==> config.mk <==
export PLATFORM = sky130hd
export DESIGN_NAME = fsr_cfg
export DESIGN_NICKNAME = d
export VERILOG_FILES = /design/src/fsr_pkg.sv /design/src/fsr_ring_det.sv /design/src/fsr_cfg.sv
export SDC_FILE = /design/constraint.sdc
export NUM_CORES = 1
export LEC_CHECK = 0
export ABC_CLOCK_PERIOD_IN_PS = 25400
export BUFFER_PORTS_ARGS = -buffer_cell sky130_fd_sc_hd__buf_2
export CAP_MARGIN = 20
export CELL_PAD_IN_SITES_DETAIL_PLACEMENT = 1
export CELL_PAD_IN_SITES_GLOBAL_PLACEMENT = 1
export CORE_MARGIN = 2
export CORE_UTILIZATION = 40
export CTS_BUF_LIST = sky130_fd_sc_hd__clkbuf_16
export DETAILED_ROUTE_END_ITERATION = 10
export PLACE_DENSITY = 0.67
export SLEW_MARGIN = 10
export SYNTH_ARGS = -nofsm -noshare
export SYNTH_HDL_FRONTEND = slang
export SYNTH_SLANG_ARGS = --single-unit
==> constraint.sdc <==
create_clock -name mclk -period 25.4 [get_ports mclk]
set_input_delay 7.62 -clock mclk [delete_from_list [all_inputs] [get_ports mclk]]
set_output_delay 7.62 -clock mclk [all_outputs]
set_load 0.02 [all_outputs]
==> src/fsr_pkg.sv <==
// Package of register map, field positions and timing for the shadow and ring config block
package fsr_pkg;
	localparam logic [11:0] FSR_OFF_DISK_CHANGE  = 12'h304;
	localparam logic [11:0] FSR_OFF_RATE_SHADOW  = 12'h308;
	localparam logic [11:0] FSR_OFF_SER1_SHADOW  = 12'h30C;
	localparam logic [11:0] FSR_OFF_SER2_SHADOW  = 12'h310;
	localparam logic [11:0] FSR_OFF_WRITE_PROT   = 12'h314;
	localparam logic [11:0] FSR_OFF_RING_FILTER  = 12'h318;
	localparam logic [11:0] FSR_OFF_IRQ_STATUS   = 12'h400;
	localparam logic [11:0] FSR_OFF_IRQ_MASK     = 12'h404;
	localparam logic [7:0]  FSR_IDX_RATE_SHADOW  = 8'hC2;
	localparam logic [7:0]  FSR_IDX_SER1_SHADOW  = 8'hC3;
	localparam logic [7:0]  FSR_IDX_SER2_SHADOW  = 8'hC4;
	localparam logic [7:0]  FSR_IDX_WRITE_PROT   = 8'hC5;
	localparam logic [7:0]  FSR_IDX_RING_FILTER  = 8'hC6;
	localparam logic [7:0]  FSR_RST_DISK_CHANGE  = 8'h03;
	localparam logic [7:0]  FSR_RST_WRITE_PROT   = 8'h00;
	localparam logic [7:0]  FSR_RST_RING_FILTER  = 8'h00;
	localparam logic [7:0]  FSR_RST_SHADOW       = 8'h00;
	localparam logic [7:0]  FSR_MASK_DISK_CHANGE = 8'h03;
	localparam logic [7:0]  FSR_MASK_WRITE_PROT  = 8'h01;
	localparam logic [7:0]  FSR_MASK_RING_FILTER = 8'hC7;
	localparam int          FSR_BIT_CRYSTAL_LOAD_SEL     = 6;
	localparam int          FSR_BIT_KBC_LINE     = 7;
	localparam int          FSR_CLK_HZ           = 25000000;
	localparam int          FSR_TRAIN_MS         = 200;
	localparam int          FSR_MIN_TRAIN_HZ     = 15;
	localparam int          FSR_TRAIN_CYC        = FSR_CLK_HZ / 1000 * FSR_TRAIN_MS;
	localparam int          FSR_GAP_CYC          = FSR_CLK_HZ / FSR_MIN_TRAIN_HZ;
	localparam int          FSR_CNT_W            = 24;
endpackage : fsr_pkg

==> src/fsr_ring_det.sv <==
// Ring detector: plain edge or pulse-train filter on one synchronised ring pin
`timescale 1ns/1ns
`default_nettype none
module fsr_ring_det
	import fsr_pkg::*;
#(
	parameter int TRAIN_CYC = FSR_TRAIN_CYC,
	parameter int GAP_CYC   = FSR_GAP_CYC
) (
	input  wire logic mclk,
	input  wire logic sys_rst,
	input  wire logic pin_n,
	input  wire logic filter_en,
	output logic      ring_pulse_n,
	output logic      ring_event
);
	logic                 meta;
	logic                 sync;
	logic                 prev;
	logic [FSR_CNT_W-1:0] gap_cnt;
	logic [FSR_CNT_W-1:0] train_cnt;
	logic                 train_on;
	wire  fall       = prev & ~sync;
	wire  gap_over   = gap_cnt >= FSR_CNT_W'(GAP_CYC);
	wire  train_done = train_cnt >= FSR_CNT_W'(TRAIN_CYC);
	wire  start      = filter_en & fall & ~train_on;

	always_ff @(posedge mclk or posedge sys_rst) begin
		if (sys_rst) begin
			meta <= 1'b1;
			sync <= 1'b1;
			prev <= 1'b1;
		end else begin
			meta <= pin_n;
			sync <= meta;
			prev <= sync;
		end
	end

	// Train runs while falling edges keep coming faster than the minimum rate, and ends once train_cnt reaches TRAIN_CYC
	always_ff @(posedge mclk or posedge sys_rst) begin
		if (sys_rst) begin
			gap_cnt   <= '0;
			train_cnt <= '0;
			train_on  <= 1'b0;
		end else begin
			gap_cnt <= fall ? '0 : (gap_over ? gap_cnt : gap_cnt + 1'b1);
			if (!filter_en || (train_on && (gap_over || train_done))) begin
				train_on  <= 1'b0;
				train_cnt <= '0;
			end else if (fall) begin
				train_on  <= 1'b1;
				train_cnt <= train_on ? train_cnt + 1'b1 : '0;
			end else if (train_on) begin
				train_cnt <= train_cnt + 1'b1;
			end
		end
	end

	// Leading falling edge of the filtered pulse, or the raw edge, signals ring
	always_ff @(posedge mclk or posedge sys_rst) begin
		if (sys_rst) begin
			ring_pulse_n <= 1'b1;
			ring_event   <= 1'b0;
		end else begin
			ring_pulse_n <= ~(train_on & ~gap_over & ~train_done) & ~start;
			ring_event   <= filter_en ? start : fall;
		end
	end
endmodule : fsr_ring_det
`default_nettype wire

==> src/fsr_cfg.sv <==
// Shadow, forced-input and ring filter configuration registers behind APB
//
// Implementation choice: the APB slave port.
`timescale 1ns/1ns
`default_nettype none
// Contract
// - Bit0 forces drive zero disk change
// - Bit1 forces drive one disk change
// - Forcing only while that drive selected
// - Disk change bits 7:2 read zero
// - Index C2 mirrors floppy rate select
// - Index C3 mirrors first queue control
// - Index C4 mirrors second queue control
// - Force bit makes write protect asserted
// - Applies to floppy and parallel pins
// - Bit0 drive zero, default off, selected
// - Write protect bits 7:1 read zero
// - Bit0 filters wake ring pulse train
// - Bit1 filters port A ring
// - Bit2 filters port B ring
// - Bit6 selects crystal load capacitance
// - Bit7 selects keyboard port line
// - Step with select clears force bit
// - Disk changed status is OR combination
module fsr_cfg
	import fsr_pkg::*;
#(
	parameter int TRAIN_CYC = FSR_TRAIN_CYC,
	parameter int GAP_CYC   = FSR_GAP_CYC
) (
	input  wire logic        mclk,
	input  wire logic        sys_rst,
	input  wire logic        psel,
	input  wire logic        penable,
	input  wire logic        pwrite,
	input  wire logic [11:0] paddr,
	input  wire logic [31:0] pwdata,
	output logic      [31:0] prdata,
	output logic             pready,
	output logic             pslverr,
	input  wire logic        rate_wr,
	input  wire logic        ser1_queue_wr,
	input  wire logic        ser2_queue_wr,
	input  wire logic [7:0]  host_wdata,
	input  wire logic        disk_change_in_n,
	input  wire logic        write_protect_in_n,
	input  wire logic        pp_write_protect_in_n,
	input  wire logic        head_step_n,
	input  wire logic        drive_select_zero_n,
	input  wire logic        drive_select_one_n,
	input  wire logic        wake_ring_in_n,
	input  wire logic        ring_ind_port_a_n,
	input  wire logic        ring_ind_port_b_n,
	output logic             disk_changed_status,
	output logic             disk_change_seen_n,
	output logic             write_protect_seen_n,
	output logic             pp_write_protect_seen_n,
	output logic             wake_ring_out_n,
	output logic             ring_port_a_out_n,
	output logic             ring_port_b_out_n,
	output logic             crystal_load_sel,
	output logic             kbc_port_line_sel,
	output logic             irq
);
	logic [7:0] disk_change;
	logic [7:0] write_prot;
	logic [7:0] ring_filter;
	logic [7:0] rate_shadow;
	logic [7:0] ser1_shadow;
	logic [7:0] ser2_shadow;
	logic [2:0] irq_status;
	logic [2:0] irq_mask;
	logic [5:0] pin_meta;
	logic [5:0] pin_sync;
	logic [2:0] ring_ev;
	logic [2:0] ring_pn;

	// Floppy pins arrive asynchronously; two flops before any use
	always_ff @(posedge mclk or posedge sys_rst) begin
		if (sys_rst) begin
			pin_meta <= 6'h3F;
			pin_sync <= 6'h3F;
		end else begin
			pin_meta <= {pp_write_protect_in_n, disk_change_in_n, write_protect_in_n,
				head_step_n, drive_select_zero_n, drive_select_one_n};
			pin_sync <= pin_meta;
		end
	end
	wire pp_wp_n = pin_sync[5];
	wire dchg_n  = pin_sync[4];
	wire wp_n    = pin_sync[3];
	wire step    = ~pin_sync[2];
	wire sel0    = ~pin_sync[1];
	wire sel1    = ~pin_sync[0];

	wire access   = psel & penable;
	wire wr       = access & pwrite;
	wire hit_dc   = paddr == FSR_OFF_DISK_CHANGE;
	wire hit_rate = paddr == FSR_OFF_RATE_SHADOW;
	wire hit_s1   = paddr == FSR_OFF_SER1_SHADOW;
	wire hit_s2   = paddr == FSR_OFF_SER2_SHADOW;
	wire hit_wp   = paddr == FSR_OFF_WRITE_PROT;
	wire hit_rf   = paddr == FSR_OFF_RING_FILTER;
	wire hit_st   = paddr == FSR_OFF_IRQ_STATUS;
	wire hit_mk   = paddr == FSR_OFF_IRQ_MASK;
	wire mapped   = hit_dc | hit_rate | hit_s1 | hit_s2 | hit_wp | hit_rf | hit_st | hit_mk;
	wire ro_hit   = hit_rate | hit_s1 | hit_s2;
	wire bad      = ~mapped | (pwrite & ro_hit);
	wire [7:0] dc_set = (wr & hit_dc) ? (pwdata[7:0] & FSR_MASK_DISK_CHANGE) : 8'h00;
	wire [7:0] dc_clr = {6'h00, step & sel1, step & sel0};
	// Software may only set force bits; hardware clear, set wins on collision
	wire [7:0] next_disk_change = (disk_change & ~dc_clr) | dc_set;
	wire [2:0] next_irq_status = (irq_status & ~((wr & hit_st) ? pwdata[2:0] : 3'h0)) | ring_ev;

	wire [31:0] rd_mux =
		hit_dc   ? {24'h0, disk_change & FSR_MASK_DISK_CHANGE} :
		hit_rate ? {24'h0, rate_shadow} :
		hit_s1   ? {24'h0, ser1_shadow} :
		hit_s2   ? {24'h0, ser2_shadow} :
		hit_wp   ? {24'h0, write_prot & FSR_MASK_WRITE_PROT} :
		hit_rf   ? {24'h0, ring_filter} :
		hit_st   ? {29'h0, irq_status} :
		hit_mk   ? {29'h0, irq_mask} : 32'h0;

	wire force_dc0 = disk_change[0] & sel0;
	wire force_dc1 = disk_change[1] & sel1;
	wire force_wp  = write_prot[0] & sel0;

	always_ff @(posedge mclk or posedge sys_rst) begin
		if (sys_rst) begin
			disk_change <= FSR_RST_DISK_CHANGE;
			write_prot  <= FSR_RST_WRITE_PROT;
			ring_filter <= FSR_RST_RING_FILTER;
			irq_mask    <= 3'h0;
			irq_status  <= 3'h0;
		end else begin
			disk_change <= next_disk_change;
			irq_status  <= next_irq_status;
			if (wr & hit_wp)
				write_prot <= pwdata[7:0] & FSR_MASK_WRITE_PROT;
			if (wr & hit_rf)
				ring_filter <= pwdata[7:0] & FSR_MASK_RING_FILTER;
			if (wr & hit_mk)
				irq_mask <= pwdata[2:0];
		end
	end

	// Shadows capture host writes of the write-only originals
	always_ff @(posedge mclk or posedge sys_rst) begin
		if (sys_rst) begin
			rate_shadow <= FSR_RST_SHADOW;
			ser1_shadow <= FSR_RST_SHADOW;
			ser2_shadow <= FSR_RST_SHADOW;
		end else begin
			if (rate_wr)
				rate_shadow <= host_wdata;
			if (ser1_queue_wr)
				ser1_shadow <= host_wdata;
			if (ser2_queue_wr)
				ser2_shadow <= host_wdata;
		end
	end

	// Zero wait state: pready high in every access phase
	always_ff @(posedge mclk or posedge sys_rst) begin
		if (sys_rst) begin
			prdata  <= 32'h0;
			pready  <= 1'b0;
			pslverr <= 1'b0;
		end else begin
			pready  <= psel & ~penable;
			pslverr <= psel & ~penable & bad;
			prdata  <= (psel & ~penable & ~pwrite) ? rd_mux : 32'h0;
		end
	end

	fsr_ring_det #(.TRAIN_CYC(TRAIN_CYC), .GAP_CYC(GAP_CYC)) u_wake (
		.mclk(mclk), .sys_rst(sys_rst), .pin_n(wake_ring_in_n),
		.filter_en(ring_filter[0]), .ring_pulse_n(ring_pn[0]), .ring_event(ring_ev[0]));
	fsr_ring_det #(.TRAIN_CYC(TRAIN_CYC), .GAP_CYC(GAP_CYC)) u_porta (
		.mclk(mclk), .sys_rst(sys_rst), .pin_n(ring_ind_port_a_n),
		.filter_en(ring_filter[1]), .ring_pulse_n(ring_pn[1]), .ring_event(ring_ev[1]));
	fsr_ring_det #(.TRAIN_CYC(TRAIN_CYC), .GAP_CYC(GAP_CYC)) u_portb (
		.mclk(mclk), .sys_rst(sys_rst), .pin_n(ring_ind_port_b_n),
		.filter_en(ring_filter[2]), .ring_pulse_n(ring_pn[2]), .ring_event(ring_ev[2]));

	always_ff @(posedge mclk or posedge sys_rst) begin
		if (sys_rst) begin
			disk_changed_status     <= 1'b0;
			disk_change_seen_n      <= 1'b1;
			write_protect_seen_n    <= 1'b1;
			pp_write_protect_seen_n <= 1'b1;
			wake_ring_out_n         <= 1'b1;
			ring_port_a_out_n       <= 1'b1;
			ring_port_b_out_n       <= 1'b1;
			crystal_load_sel        <= 1'b0;
			kbc_port_line_sel       <= 1'b0;
			irq                     <= 1'b0;
		end else begin
			disk_changed_status     <= force_dc0 | force_dc1 | ~dchg_n;
			disk_change_seen_n      <= dchg_n & ~force_dc0 & ~force_dc1;
			write_protect_seen_n    <= wp_n & ~force_wp;
			pp_write_protect_seen_n <= pp_wp_n & ~force_wp;
			wake_ring_out_n         <= ring_pn[0];
			ring_port_a_out_n       <= ring_pn[1];
			ring_port_b_out_n       <= ring_pn[2];
			crystal_load_sel        <= ring_filter[FSR_BIT_CRYSTAL_LOAD_SEL];
			kbc_port_line_sel       <= ring_filter[FSR_BIT_KBC_LINE];
			irq                     <= |(next_irq_status & irq_mask);
		end
	end

	// Force bit of a selected drive always shows on the seen input one cycle later
	property p_force_dc;
		@(posedge mclk) disable iff (sys_rst)
		(disk_change[0] & sel0) |=> !disk_change_seen_n;
	endproperty
	a_force_dc: assert property (p_force_dc) else $error("forced disk change not seen");

	property p_force_dc1;
		@(posedge mclk) disable iff (sys_rst)
		(disk_change[1] & sel1) |=> disk_changed_status;
	endproperty
	a_force_dc1: assert property (p_force_dc1) else $error("drive one change missing");

	property p_unsel;
		@(posedge mclk) disable iff (sys_rst)
		(!sel0 & !sel1 & dchg_n & wp_n) |=> (disk_change_seen_n & write_protect_seen_n);
	endproperty
	a_unsel: assert property (p_unsel) else $error("forcing without selection");

	property p_dc_res;
		@(posedge mclk) disable iff (sys_rst)
		disk_change[7:2] == 6'h00;
	endproperty
	a_dc_res: assert property (p_dc_res) else $error("reserved disk change bits set");

	property p_shadow;
		@(posedge mclk) disable iff (sys_rst)
		rate_wr |=> (rate_shadow == $past(host_wdata));
	endproperty
	a_shadow: assert property (p_shadow) else $error("rate shadow not updated");

	property p_wp;
		@(posedge mclk) disable iff (sys_rst)
		(write_prot[0] & sel0) |=> (!write_protect_seen_n & !pp_write_protect_seen_n);
	endproperty
	a_wp: assert property (p_wp) else $error("forced write protect missing");

	property p_step_clr;
		@(posedge mclk) disable iff (sys_rst)
		(step & sel0 & !(wr & hit_dc & pwdata[0])) |=> !disk_change[0];
	endproperty
	a_step_clr: assert property (p_step_clr) else $error("step did not clear force bit");

	property p_xtal;
		@(posedge mclk) disable iff (sys_rst)
		(wr & hit_rf) ##1 1'b1 |=> (crystal_load_sel == $past(pwdata[6], 2));
	endproperty
	a_xtal: assert property (p_xtal) else $error("crystal select mismatch");

	property p_force_dc1_seen;
		@(posedge mclk) disable iff (sys_rst)
		(disk_change[1] & sel1) |=> !disk_change_seen_n;
	endproperty
	a_force_dc1_seen: assert property (p_force_dc1_seen) else $error("drive one change not seen");

	property p_shadow_s1;
		@(posedge mclk) disable iff (sys_rst)
		ser1_queue_wr |=> (ser1_shadow == $past(host_wdata));
	endproperty
	a_shadow_s1: assert property (p_shadow_s1) else $error("first queue shadow not updated");

	property p_shadow_s2;
		@(posedge mclk) disable iff (sys_rst)
		ser2_queue_wr |=> (ser2_shadow == $past(host_wdata));
	endproperty
	a_shadow_s2: assert property (p_shadow_s2) else $error("second queue shadow not updated");

	// Shadows move only on the host strobe, never on bus traffic
	property p_shadow_hold;
		@(posedge mclk) disable iff (sys_rst)
		!rate_wr |=> $stable(rate_shadow);
	endproperty
	a_shadow_hold: assert property (p_shadow_hold) else $error("rate shadow changed without write");

	property p_queue_hold;
		@(posedge mclk) disable iff (sys_rst)
		(!ser1_queue_wr & !ser2_queue_wr) |=> $stable({ser1_shadow, ser2_shadow});
	endproperty
	a_queue_hold: assert property (p_queue_hold) else $error("queue shadow changed without write");

	property p_shadow_ro;
		@(posedge mclk) disable iff (sys_rst)
		(psel & !penable & pwrite & ro_hit) |=> pslverr;
	endproperty
	a_shadow_ro: assert property (p_shadow_ro) else $error("shadow write not refused");

	property p_unmapped;
		@(posedge mclk) disable iff (sys_rst)
		(psel & !penable & !pwrite & !mapped) |=> (pslverr && (prdata == 32'h0));
	endproperty
	a_unmapped: assert property (p_unmapped) else $error("unmapped read not refused");

	property p_pready;
		@(posedge mclk) disable iff (sys_rst)
		(psel & !penable) |=> pready;
	endproperty
	a_pready: assert property (p_pready) else $error("ready missing in access phase");

	property p_pready_low;
		@(posedge mclk) disable iff (sys_rst)
		(psel & penable) |=> !pready;
	endproperty
	a_pready_low: assert property (p_pready_low) else $error("ready held past transfer");

	property p_wp_unsel;
		@(posedge mclk) disable iff (sys_rst)
		(!sel0 & wp_n & pp_wp_n) |=> (write_protect_seen_n & pp_write_protect_seen_n);
	endproperty
	a_wp_unsel: assert property (p_wp_unsel) else $error("write protect forced while unselected");

	property p_wp_res;
		@(posedge mclk) disable iff (sys_rst)
		write_prot[7:1] == 7'h00;
	endproperty
	a_wp_res: assert property (p_wp_res) else $error("reserved write protect bits set");

	property p_dc1_step;
		@(posedge mclk) disable iff (sys_rst)
		(step & sel1 & !(wr & hit_dc & pwdata[1])) |=> !disk_change[1];
	endproperty
	a_dc1_step: assert property (p_dc1_step) else $error("step did not clear drive one bit");

	property p_sw_noclr;
		@(posedge mclk) disable iff (sys_rst)
		(wr & hit_dc & !step) |=> ((disk_change[1:0] & $past(disk_change[1:0])) == $past(disk_change[1:0]));
	endproperty
	a_sw_noclr: assert property (p_sw_noclr) else $error("software cleared a force bit");

	property p_stat_pin;
		@(posedge mclk) disable iff (sys_rst)
		!dchg_n |=> disk_changed_status;
	endproperty
	a_stat_pin: assert property (p_stat_pin) else $error("pin change missing from status");

	property p_stat_idle;
		@(posedge mclk) disable iff (sys_rst)
		(dchg_n & !force_dc0 & !force_dc1) |=> !disk_changed_status;
	endproperty
	a_stat_idle: assert property (p_stat_idle) else $error("status set with no change");

	property p_kbc;
		@(posedge mclk) disable iff (sys_rst)
		(wr & hit_rf) ##1 1'b1 |=> (kbc_port_line_sel == $past(pwdata[7], 2));
	endproperty
	a_kbc: assert property (p_kbc) else $error("port line select mismatch");

	// Set wins over a clear in the same cycle, so no ring is lost
	property p_ring_evt;
		@(posedge mclk) disable iff (sys_rst)
		(|ring_ev) |=> ((irq_status & $past(ring_ev)) == $past(ring_ev));
	endproperty
	a_ring_evt: assert property (p_ring_evt) else $error("ring event not latched");

	// Two cycles of latency: the train flag drains before the output flop
	property p_wake_plain;
		@(posedge mclk) disable iff (sys_rst)
		(!ring_filter[0] ##1 !ring_filter[0]) |-> ##2 wake_ring_out_n;
	endproperty
	a_wake_plain: assert property (p_wake_plain) else $error("wake pulse with filter off");

	property p_porta_plain;
		@(posedge mclk) disable iff (sys_rst)
		(!ring_filter[1] ##1 !ring_filter[1]) |-> ##2 ring_port_a_out_n;
	endproperty
	a_porta_plain: assert property (p_porta_plain) else $error("port A pulse with filter off");

	property p_portb_plain;
		@(posedge mclk) disable iff (sys_rst)
		(!ring_filter[2] ##1 !ring_filter[2]) |-> ##2 ring_port_b_out_n;
	endproperty
	a_portb_plain: assert property (p_portb_plain) else $error("port B pulse with filter off");
endmodule : fsr_cfg
`default_nettype wire

### Word-level counts from Yosys, hierarchy flattened

Index checks and enable logic that the tools add are counted.

| storage, ports and cells | value |
|---|---|
| bits in registers | 238 |
| logic and storage cells | 212 |

| operators by class | value |
|---|---|
| $add $sub $neg | 6 |
| order comparisons | 6 |
| eq/ne operators | 11 |
| muxes and demuxes | 38 |
| bitwise logic cells | 85 |
| reduce and logical (&&, ||, !) cells | 19 |

Operators with widths:

| kind | count |
|---|---|
| 2-to-1 mux 24 bit | 18 |
| adder 24 x 1 -> 24 bit (second input constant) | 6 |
| == test 12 x 10 -> 1 bit (second input constant) | 6 |
| >= comparator 24 x 21 -> 1 bit (second input constant) | 3 |
| >= comparator 24 x 23 -> 1 bit (second input constant) | 3 |
| 2-to-1 mux 8 bit | 7 |
| AND 1 bit | 38 |
| inverter 1 bit | 28 |
| == test 12 x 11 -> 1 bit (second input constant) | 2 |
| OR 1 bit | 12 |
| 2-to-1 mux 1 bit | 9 |
| 2-to-1 mux 3 bit | 3 |
| nonzero test 3 bit | 3 |
| AND 8 bit | 1 |
| inverter 2 -> 8 bit | 1 |
| OR 8 x 2 -> 8 bit | 1 |
| AND 3 bit | 2 |
| logical OR 1 bit | 6 |
| inequality test 2 x 1 -> 1 bit (second input constant) | 3 |
| nonzero test 2 bit | 3 |
| logical AND 1 bit | 3 |
| logical NOT 1 bit | 3 |
| inverter 3 bit | 1 |
| OR 3 bit | 1 |
| other kinds (2) | 2 |

### Longest topological paths before layout

| logic depth | value |
|---|---|
| depth after elaboration | 11 |
| mapped depth | 10 |

### Hierarchy

A second synthesis with hierarchy kept.

| second synthesis, totals | value |
|---|---|
| cell total of the unflattened synthesis | 1,159 |
| area total of the unflattened synthesis | 11,743.8 um^2 |

By module, submodules not included:

| module | times used | cells an instance | area an instance (um^2) | sequential area each (um^2) |
|---|---|---|---|---|
| fsr_ring_det | 3 | 303 | 2,861.5 | 1,356.3 |
| fsr_cfg | 1 | 250 | 3,159.3 | 1,776.7 |

### Worst setup path before layout

OpenSTA, ideal clock, no wires.

| timing path | value |
|---|---|
| path type | input to register |
| start | input paddr[5] |
| end | register ring_filter[0] |
| library setup time | 125 ps |
| data arrival time | 9,297 ps |
| data required time | 25,275 ps |
| slack | 15,978 ps |
| stages on the path | 7 |
| path buffers | 2 |
| cell sequence | nor4_1 and3_1 and4b_1 clkbuf_1 and2_1 clkbuf_1 mux2_2 |

| on the way | value |
|---|---|
| longest elaborated chain between the ends | 2 |

RTL lines:

| element | RTL line | text |
|---|---|---|
| start: declaration | fsr_cfg.sv:36 | `input wire logic [11:0] paddr,` |
| == test 12 x 10 -> 1 bit | fsr_cfg.sv:103 | `wire hit_rf = paddr == FSR_OFF_RING_FILTER;` |
| AND 1 bit | fsr_cfg.sv:141 | `if (wr & hit_rf)` |
| end signal: assignment | fsr_cfg.sv:142 | `ring_filter <= pwdata[7:0] & FSR_MASK_RING_FILTER;` |
| end: declaration | fsr_cfg.sv:67 | `logic [7:0] ring_filter;` |

No other way between the ends.
A chain may end at the register's enable or synchronous reset.

### Final worst setup path

| timing path | value |
|---|---|
| start | input paddr[5] |
| end | register ring_filter[2] |

The elaborated chain is that of the path after synthesis.

==> impl_summary.txt <==
----------------------------------------------------
[Global routing]
  Global-route usage over all layers ... 18.8%
  First-pass GRT wire length ... 45700 um
  Number of antenna violations at the first check in global routing ... 1
  Vias in the first global route ... 9003
  GR Overflow Total ... 0
  Largest net degree at the start of global routing ... approximately 130

[Floorplan]
  Initial standard-cell utilization of the core ... around two fifths
  Horizontal die dimension ... between 150 and 200 um
  Core outline area ... 27900 um^2
  Number of top-level pins ... 113
  Total die area ... 29700 um^2
  Cell Rows ... 61
  Vertical die dimension ... about 170 um

[Placed design]
  Placer's final routability congestion estimate ... 0.778
  Final HPWL from detailed placement ... 18200 um
  Number of buffers added on ports ... 61

[Routing]
  Routed len/inst ... 17.1 um
  Vias after detailed routing ... 8713
  Iter 0 DRT Violations ... 543
  Router iterations before antenna repair ... 4
  Via-to-Cell Ratio ... roughly 5.5
  Antenna viol nets, final ... 0
  DRC viols ... 0
  Final WL ... 27200 um

[Pwr]
  Highest ir drop seen on vdd ... 46.2 uV
  Switching power as a share of total power ... 24.8%
  Proportion of power drawn by the clock network ... 45.0%
  Sequential share of power ... 48.7%
  Power Density ... 63.7 nW/um^2
  Post-layout total power ... 813 uW
  Int Power ... 611 uW
  Combinational share of power ... 6.3%
  Power spent charging and discharging nets ... 201 uW
  Static Leakage ... 5.51 nW

[Timing]
  Max-slew headroom at the worst pin ... 33.2%
  Post-route clock skew ... about 0.029 ns
  Setup TNS ... 0 ns
  Share of the clock period used by the worst path ... 37.3%
  RSZ-0062 raised after global routing ... false
  Actual slew at the worst max-slew pin ... about 1 ns
  Fmax ... 106 MHz
  Final Hold Violating Endpoints ... 0
  Post-route minimum period ... 9.47 ns
  Setup-violating endpoint count in the final report ... 0
  Number of pins exceeding their max-slew limit in the final report ... 0

[Critical path]
  Worst Path Required ... about 26 ns
  Setup CP Type ... input port to flip-flop
  Largest fanout on the critical path ... 7
  Startpoint Class ... input port
  Worst r2r path cells ... 6
  Endpoint of the worst register-to-register path ... u_wake.train_cnt[14]$_DFFE_PP0P_
  R2r startpoint ... u_wake.gap_cnt[13]$_DFFE_PP0P_
  WP data arrival ... 9.89 ns
  Endpoint kind of the worst setup timing path ... flip-flop
  R2R setup slack ... 21.98 ns

[Layout]
  Proportion of layout cells with a drive suffix above 1 ... 15.7%
  Final core utilization ... around 46%
  Final antenna diode count ... 0
  Synth-to-Final Area Change ... 12.7%
  Number of nets in the layout ... 1268

[Worst hold path]
  Hold WC Path Type ... flip-flop to flip-flop
  Terminating pin of the worst hold path ... pin_sync[4]$_DFF_PP1_
  Worst hold stages ... 0
  Worst hold path startpoint ... pin_meta[4]$_DFF_PP1_

[Outcome]
  Status ... finished, final reports clean

[CTS]
  # resized after CTS ... 0
  Cell chosen for the clock root ... sky130_fd_sc_hd__clkbuf_16
  Clock tree from TritonCTS ... yes
  Deepest clock path buffer count ... 3
  CTS buffer count ... 28
  Number of buffers added to fix hold violations after cts ... 0
  Clock slew seen by the registers of the worst setup and hold paths ... 0.06 ns
  Number of setup buffers added after CTS ... 0
  Worst-skew pair later-pin latency ... about 0.55 ns
  Total number of H-tree levels ... 1
  Total number of clock tree sinks ... 232

[Job]
  # Max-Cap Violations ... 0

[Yosys]
  Cells after synthesis ... 1133
  Mean instance size in the synthesized netlist ... 10.0 um^2
  Unique cell type count in the Yosys netlist ... 65
  Post-synthesis instance area ... 11300 um^2
  Syn. warnings ... 0
  Number of enable-type register cells in the synthesized netlist ... 0
  Top flip-flop cell by instance count after synthesis ... sky130_fd_sc_hd__dfrtp_1
  Number of register bits inferred by synthesis ... 232
  Asr flop ratio synth ... 100%
  Sequential fraction of the synthesis area ... 51.6%

----------------------------------------------------
## worst max-delay path: stages
cell	delay, ns
sky130_fd_sc_hd__buf_2	0.10
sky130_fd_sc_hd__nor4_1	0.58
sky130_fd_sc_hd__and3_1	0.34
sky130_fd_sc_hd__and4b_1	0.44
sky130_fd_sc_hd__and2_1	0.43
sky130_fd_sc_hd__mux2_2	0.38
## power by group through the flow
stage	Sequential (mW)	Combinational, mW	Clock, mW
after floorplan	0.400	0.0392	0
after global placement	0.401	0.0513	0
after detailed placement	0.402	0.0524	0
after CTS	0.396	0.0525	0.379
after global routing	0.398	0.0582	0.395
final	0.396	0.0509	0.366
## synth_stat cells (8+ instances only)
master	count	area, um^2
sky130_fd_sc_hd__a21o_1	12	90.1
sky130_fd_sc_hd__a21oi_1	60	300
sky130_fd_sc_hd__a31oi_1	35	219
sky130_fd_sc_hd__and2_1	26	163
sky130_fd_sc_hd__and3_1	31	194
sky130_fd_sc_hd__buf_2	8	40.0
sky130_fd_sc_hd__buf_4	25	188
sky130_fd_sc_hd__clkbuf_1	38	143
sky130_fd_sc_hd__dfrtp_1	200	5000
sky130_fd_sc_hd__dfstp_2	32	841
sky130_fd_sc_hd__ha_1	12	150
sky130_fd_sc_hd__inv_1	33	124
sky130_fd_sc_hd__mux2_2	34	383
sky130_fd_sc_hd__nand2_1	83	312
sky130_fd_sc_hd__nand2b_1	24	150
sky130_fd_sc_hd__nand3_1	61	305
sky130_fd_sc_hd__nand4_1	41	257
sky130_fd_sc_hd__nor2_1	85	319
sky130_fd_sc_hd__nor2b_1	8	50.1
sky130_fd_sc_hd__nor3_1	26	130
sky130_fd_sc_hd__nor4_1	13	81.3
sky130_fd_sc_hd__o21a_1	9	67.6
sky130_fd_sc_hd__o21ai_0	55	275
sky130_fd_sc_hd__or3_1	26	163
sky130_fd_sc_hd__xnor2_1	12	105
sky130_fd_sc_hd__xor2_1	43	377
## worst max-delay path by stage
| stage | from | to | slack, ns |
|---|---|---|---|
| after floorplan | sys_rst | crystal_load_sel$_DFF_PP0_ | 11.47 |
| after global placement | paddr[5] | ring_filter[1]$_DFFE_PP0P_ | 15.36 |
| after detailed placement | paddr[5] | ring_filter[0]$_DFFE_PP0P_ | 15.37 |
| after CTS | paddr[5] | ring_filter[2]$_DFFE_PP0P_ | 15.95 |
| after global routing | paddr[5] | ring_filter[2]$_DFFE_PP0P_ | 15.85 |
| final | paddr[5] | ring_filter[2]$_DFFE_PP0P_ | 15.93 |
## layer usage
layer,vias to the layer above,track usage [%],share of wire [%]
met5,-,0,0
met4,0,4.02,2.0
met3,37,2.45,2.9
met2,115,32.0,47
met1,4425,25.8,48
li1,4136,-,-
## final cells by class
class | count | area, um^2
clock buffers | 28 | 701
clock inverters | 24 | 145
fillers | 3116 | 15100
inverters | 33 | 131
multi-input cells | 820 | 5080
flip-flops and latches | 232 | 5850
well taps | 378 | 473
repair buffers | 72 | 392
## cell usage in the layout, fill, tap and decap left out, types with 4 or more instances in the layout
master / instances
sky130_fd_sc_hd__a21o_1: 12
sky130_fd_sc_hd__buf_4: 10
sky130_fd_sc_hd__nand2b_1: 24
sky130_fd_sc_hd__nand4_1: 41
sky130_fd_sc_hd__dfrtp_1: 200
sky130_fd_sc_hd__nand4b_1: 7
sky130_fd_sc_hd__o21ai_0: 55
sky130_fd_sc_hd__or3_1: 26
sky130_fd_sc_hd__mux2_2: 34
sky130_fd_sc_hd__a41oi_1: 7
sky130_fd_sc_hd__a211o_1: 4
sky130_fd_sc_hd__xor2_1: 43
sky130_fd_sc_hd__nor3b_1: 7
sky130_fd_sc_hd__xnor2_1: 12
sky130_fd_sc_hd__nand2_1: 83
sky130_fd_sc_hd__a31oi_1: 35
sky130_fd_sc_hd__o31ai_1: 5
sky130_fd_sc_hd__o211ai_1: 7
sky130_fd_sc_hd__conb_1: 24
sky130_fd_sc_hd__and2_1: 26
sky130_fd_sc_hd__nand3_1: 61
sky130_fd_sc_hd__dfstp_2: 32
sky130_fd_sc_hd__clkinv_1: 11
sky130_fd_sc_hd__ha_1: 12
sky130_fd_sc_hd__buf_2: 61
sky130_fd_sc_hd__and4_1: 4
sky130_fd_sc_hd__nor2b_1: 8
sky130_fd_sc_hd__and3_1: 31
sky130_fd_sc_hd__inv_1: 35
sky130_fd_sc_hd__or4_1: 5
sky130_fd_sc_hd__and4b_1: 4
sky130_fd_sc_hd__nor4_1: 13
sky130_fd_sc_hd__nor2_1: 85
sky130_fd_sc_hd__a21oi_1: 60
sky130_fd_sc_hd__a22oi_1: 7
sky130_fd_sc_hd__clkinv_2: 6
sky130_fd_sc_hd__o21a_1: 9
sky130_fd_sc_hd__clkbuf_16: 28
sky130_fd_sc_hd__nor3_1: 26
## cells by family after synthesis
group	synth area share, %
compound gates	12.8
xor+xnor	4.25
fa+ha+maj	1.33
buf+inv	4.36
flops	51.6
mux	3.65
other cells	0.0331
simple gates	21.9
## registers in the layout, summed over array words and instances (netlist names), 2 cells and up
| signal | cells |
|---|---|
| ser2_shadow | 8 |
| u_porta.gap_cnt | 24 |
| u_porta.train_cnt | 24 |
| disk_change | 2 |
| ring_filter | 5 |
| ser1_shadow | 8 |
| u_portb.train_cnt | 24 |
| u_wake.gap_cnt | 24 |
| rate_shadow | 8 |
| prdata | 8 |
| u_wake.train_cnt | 24 |
| u_portb.gap_cnt | 24 |
| irq_status | 3 |
| irq_mask | 3 |
| pin_meta | 6 |
| pin_sync | 6 |
## stage by stage
stage	hold slack, ns	std cells	cell area, um^2	setup slack [ns]
after detailed placement	0.347	1534	11900	15.37
after global routing	0.355	1587	12800	15.85
after global placement	0.346	1534	11900	15.36
after CTS	0.353	1586	12700	15.95
final	0.353	1587	12800	15.93
after floorplan	0.345	1156	11400	11.47
(Power assumes the default switching activity.)
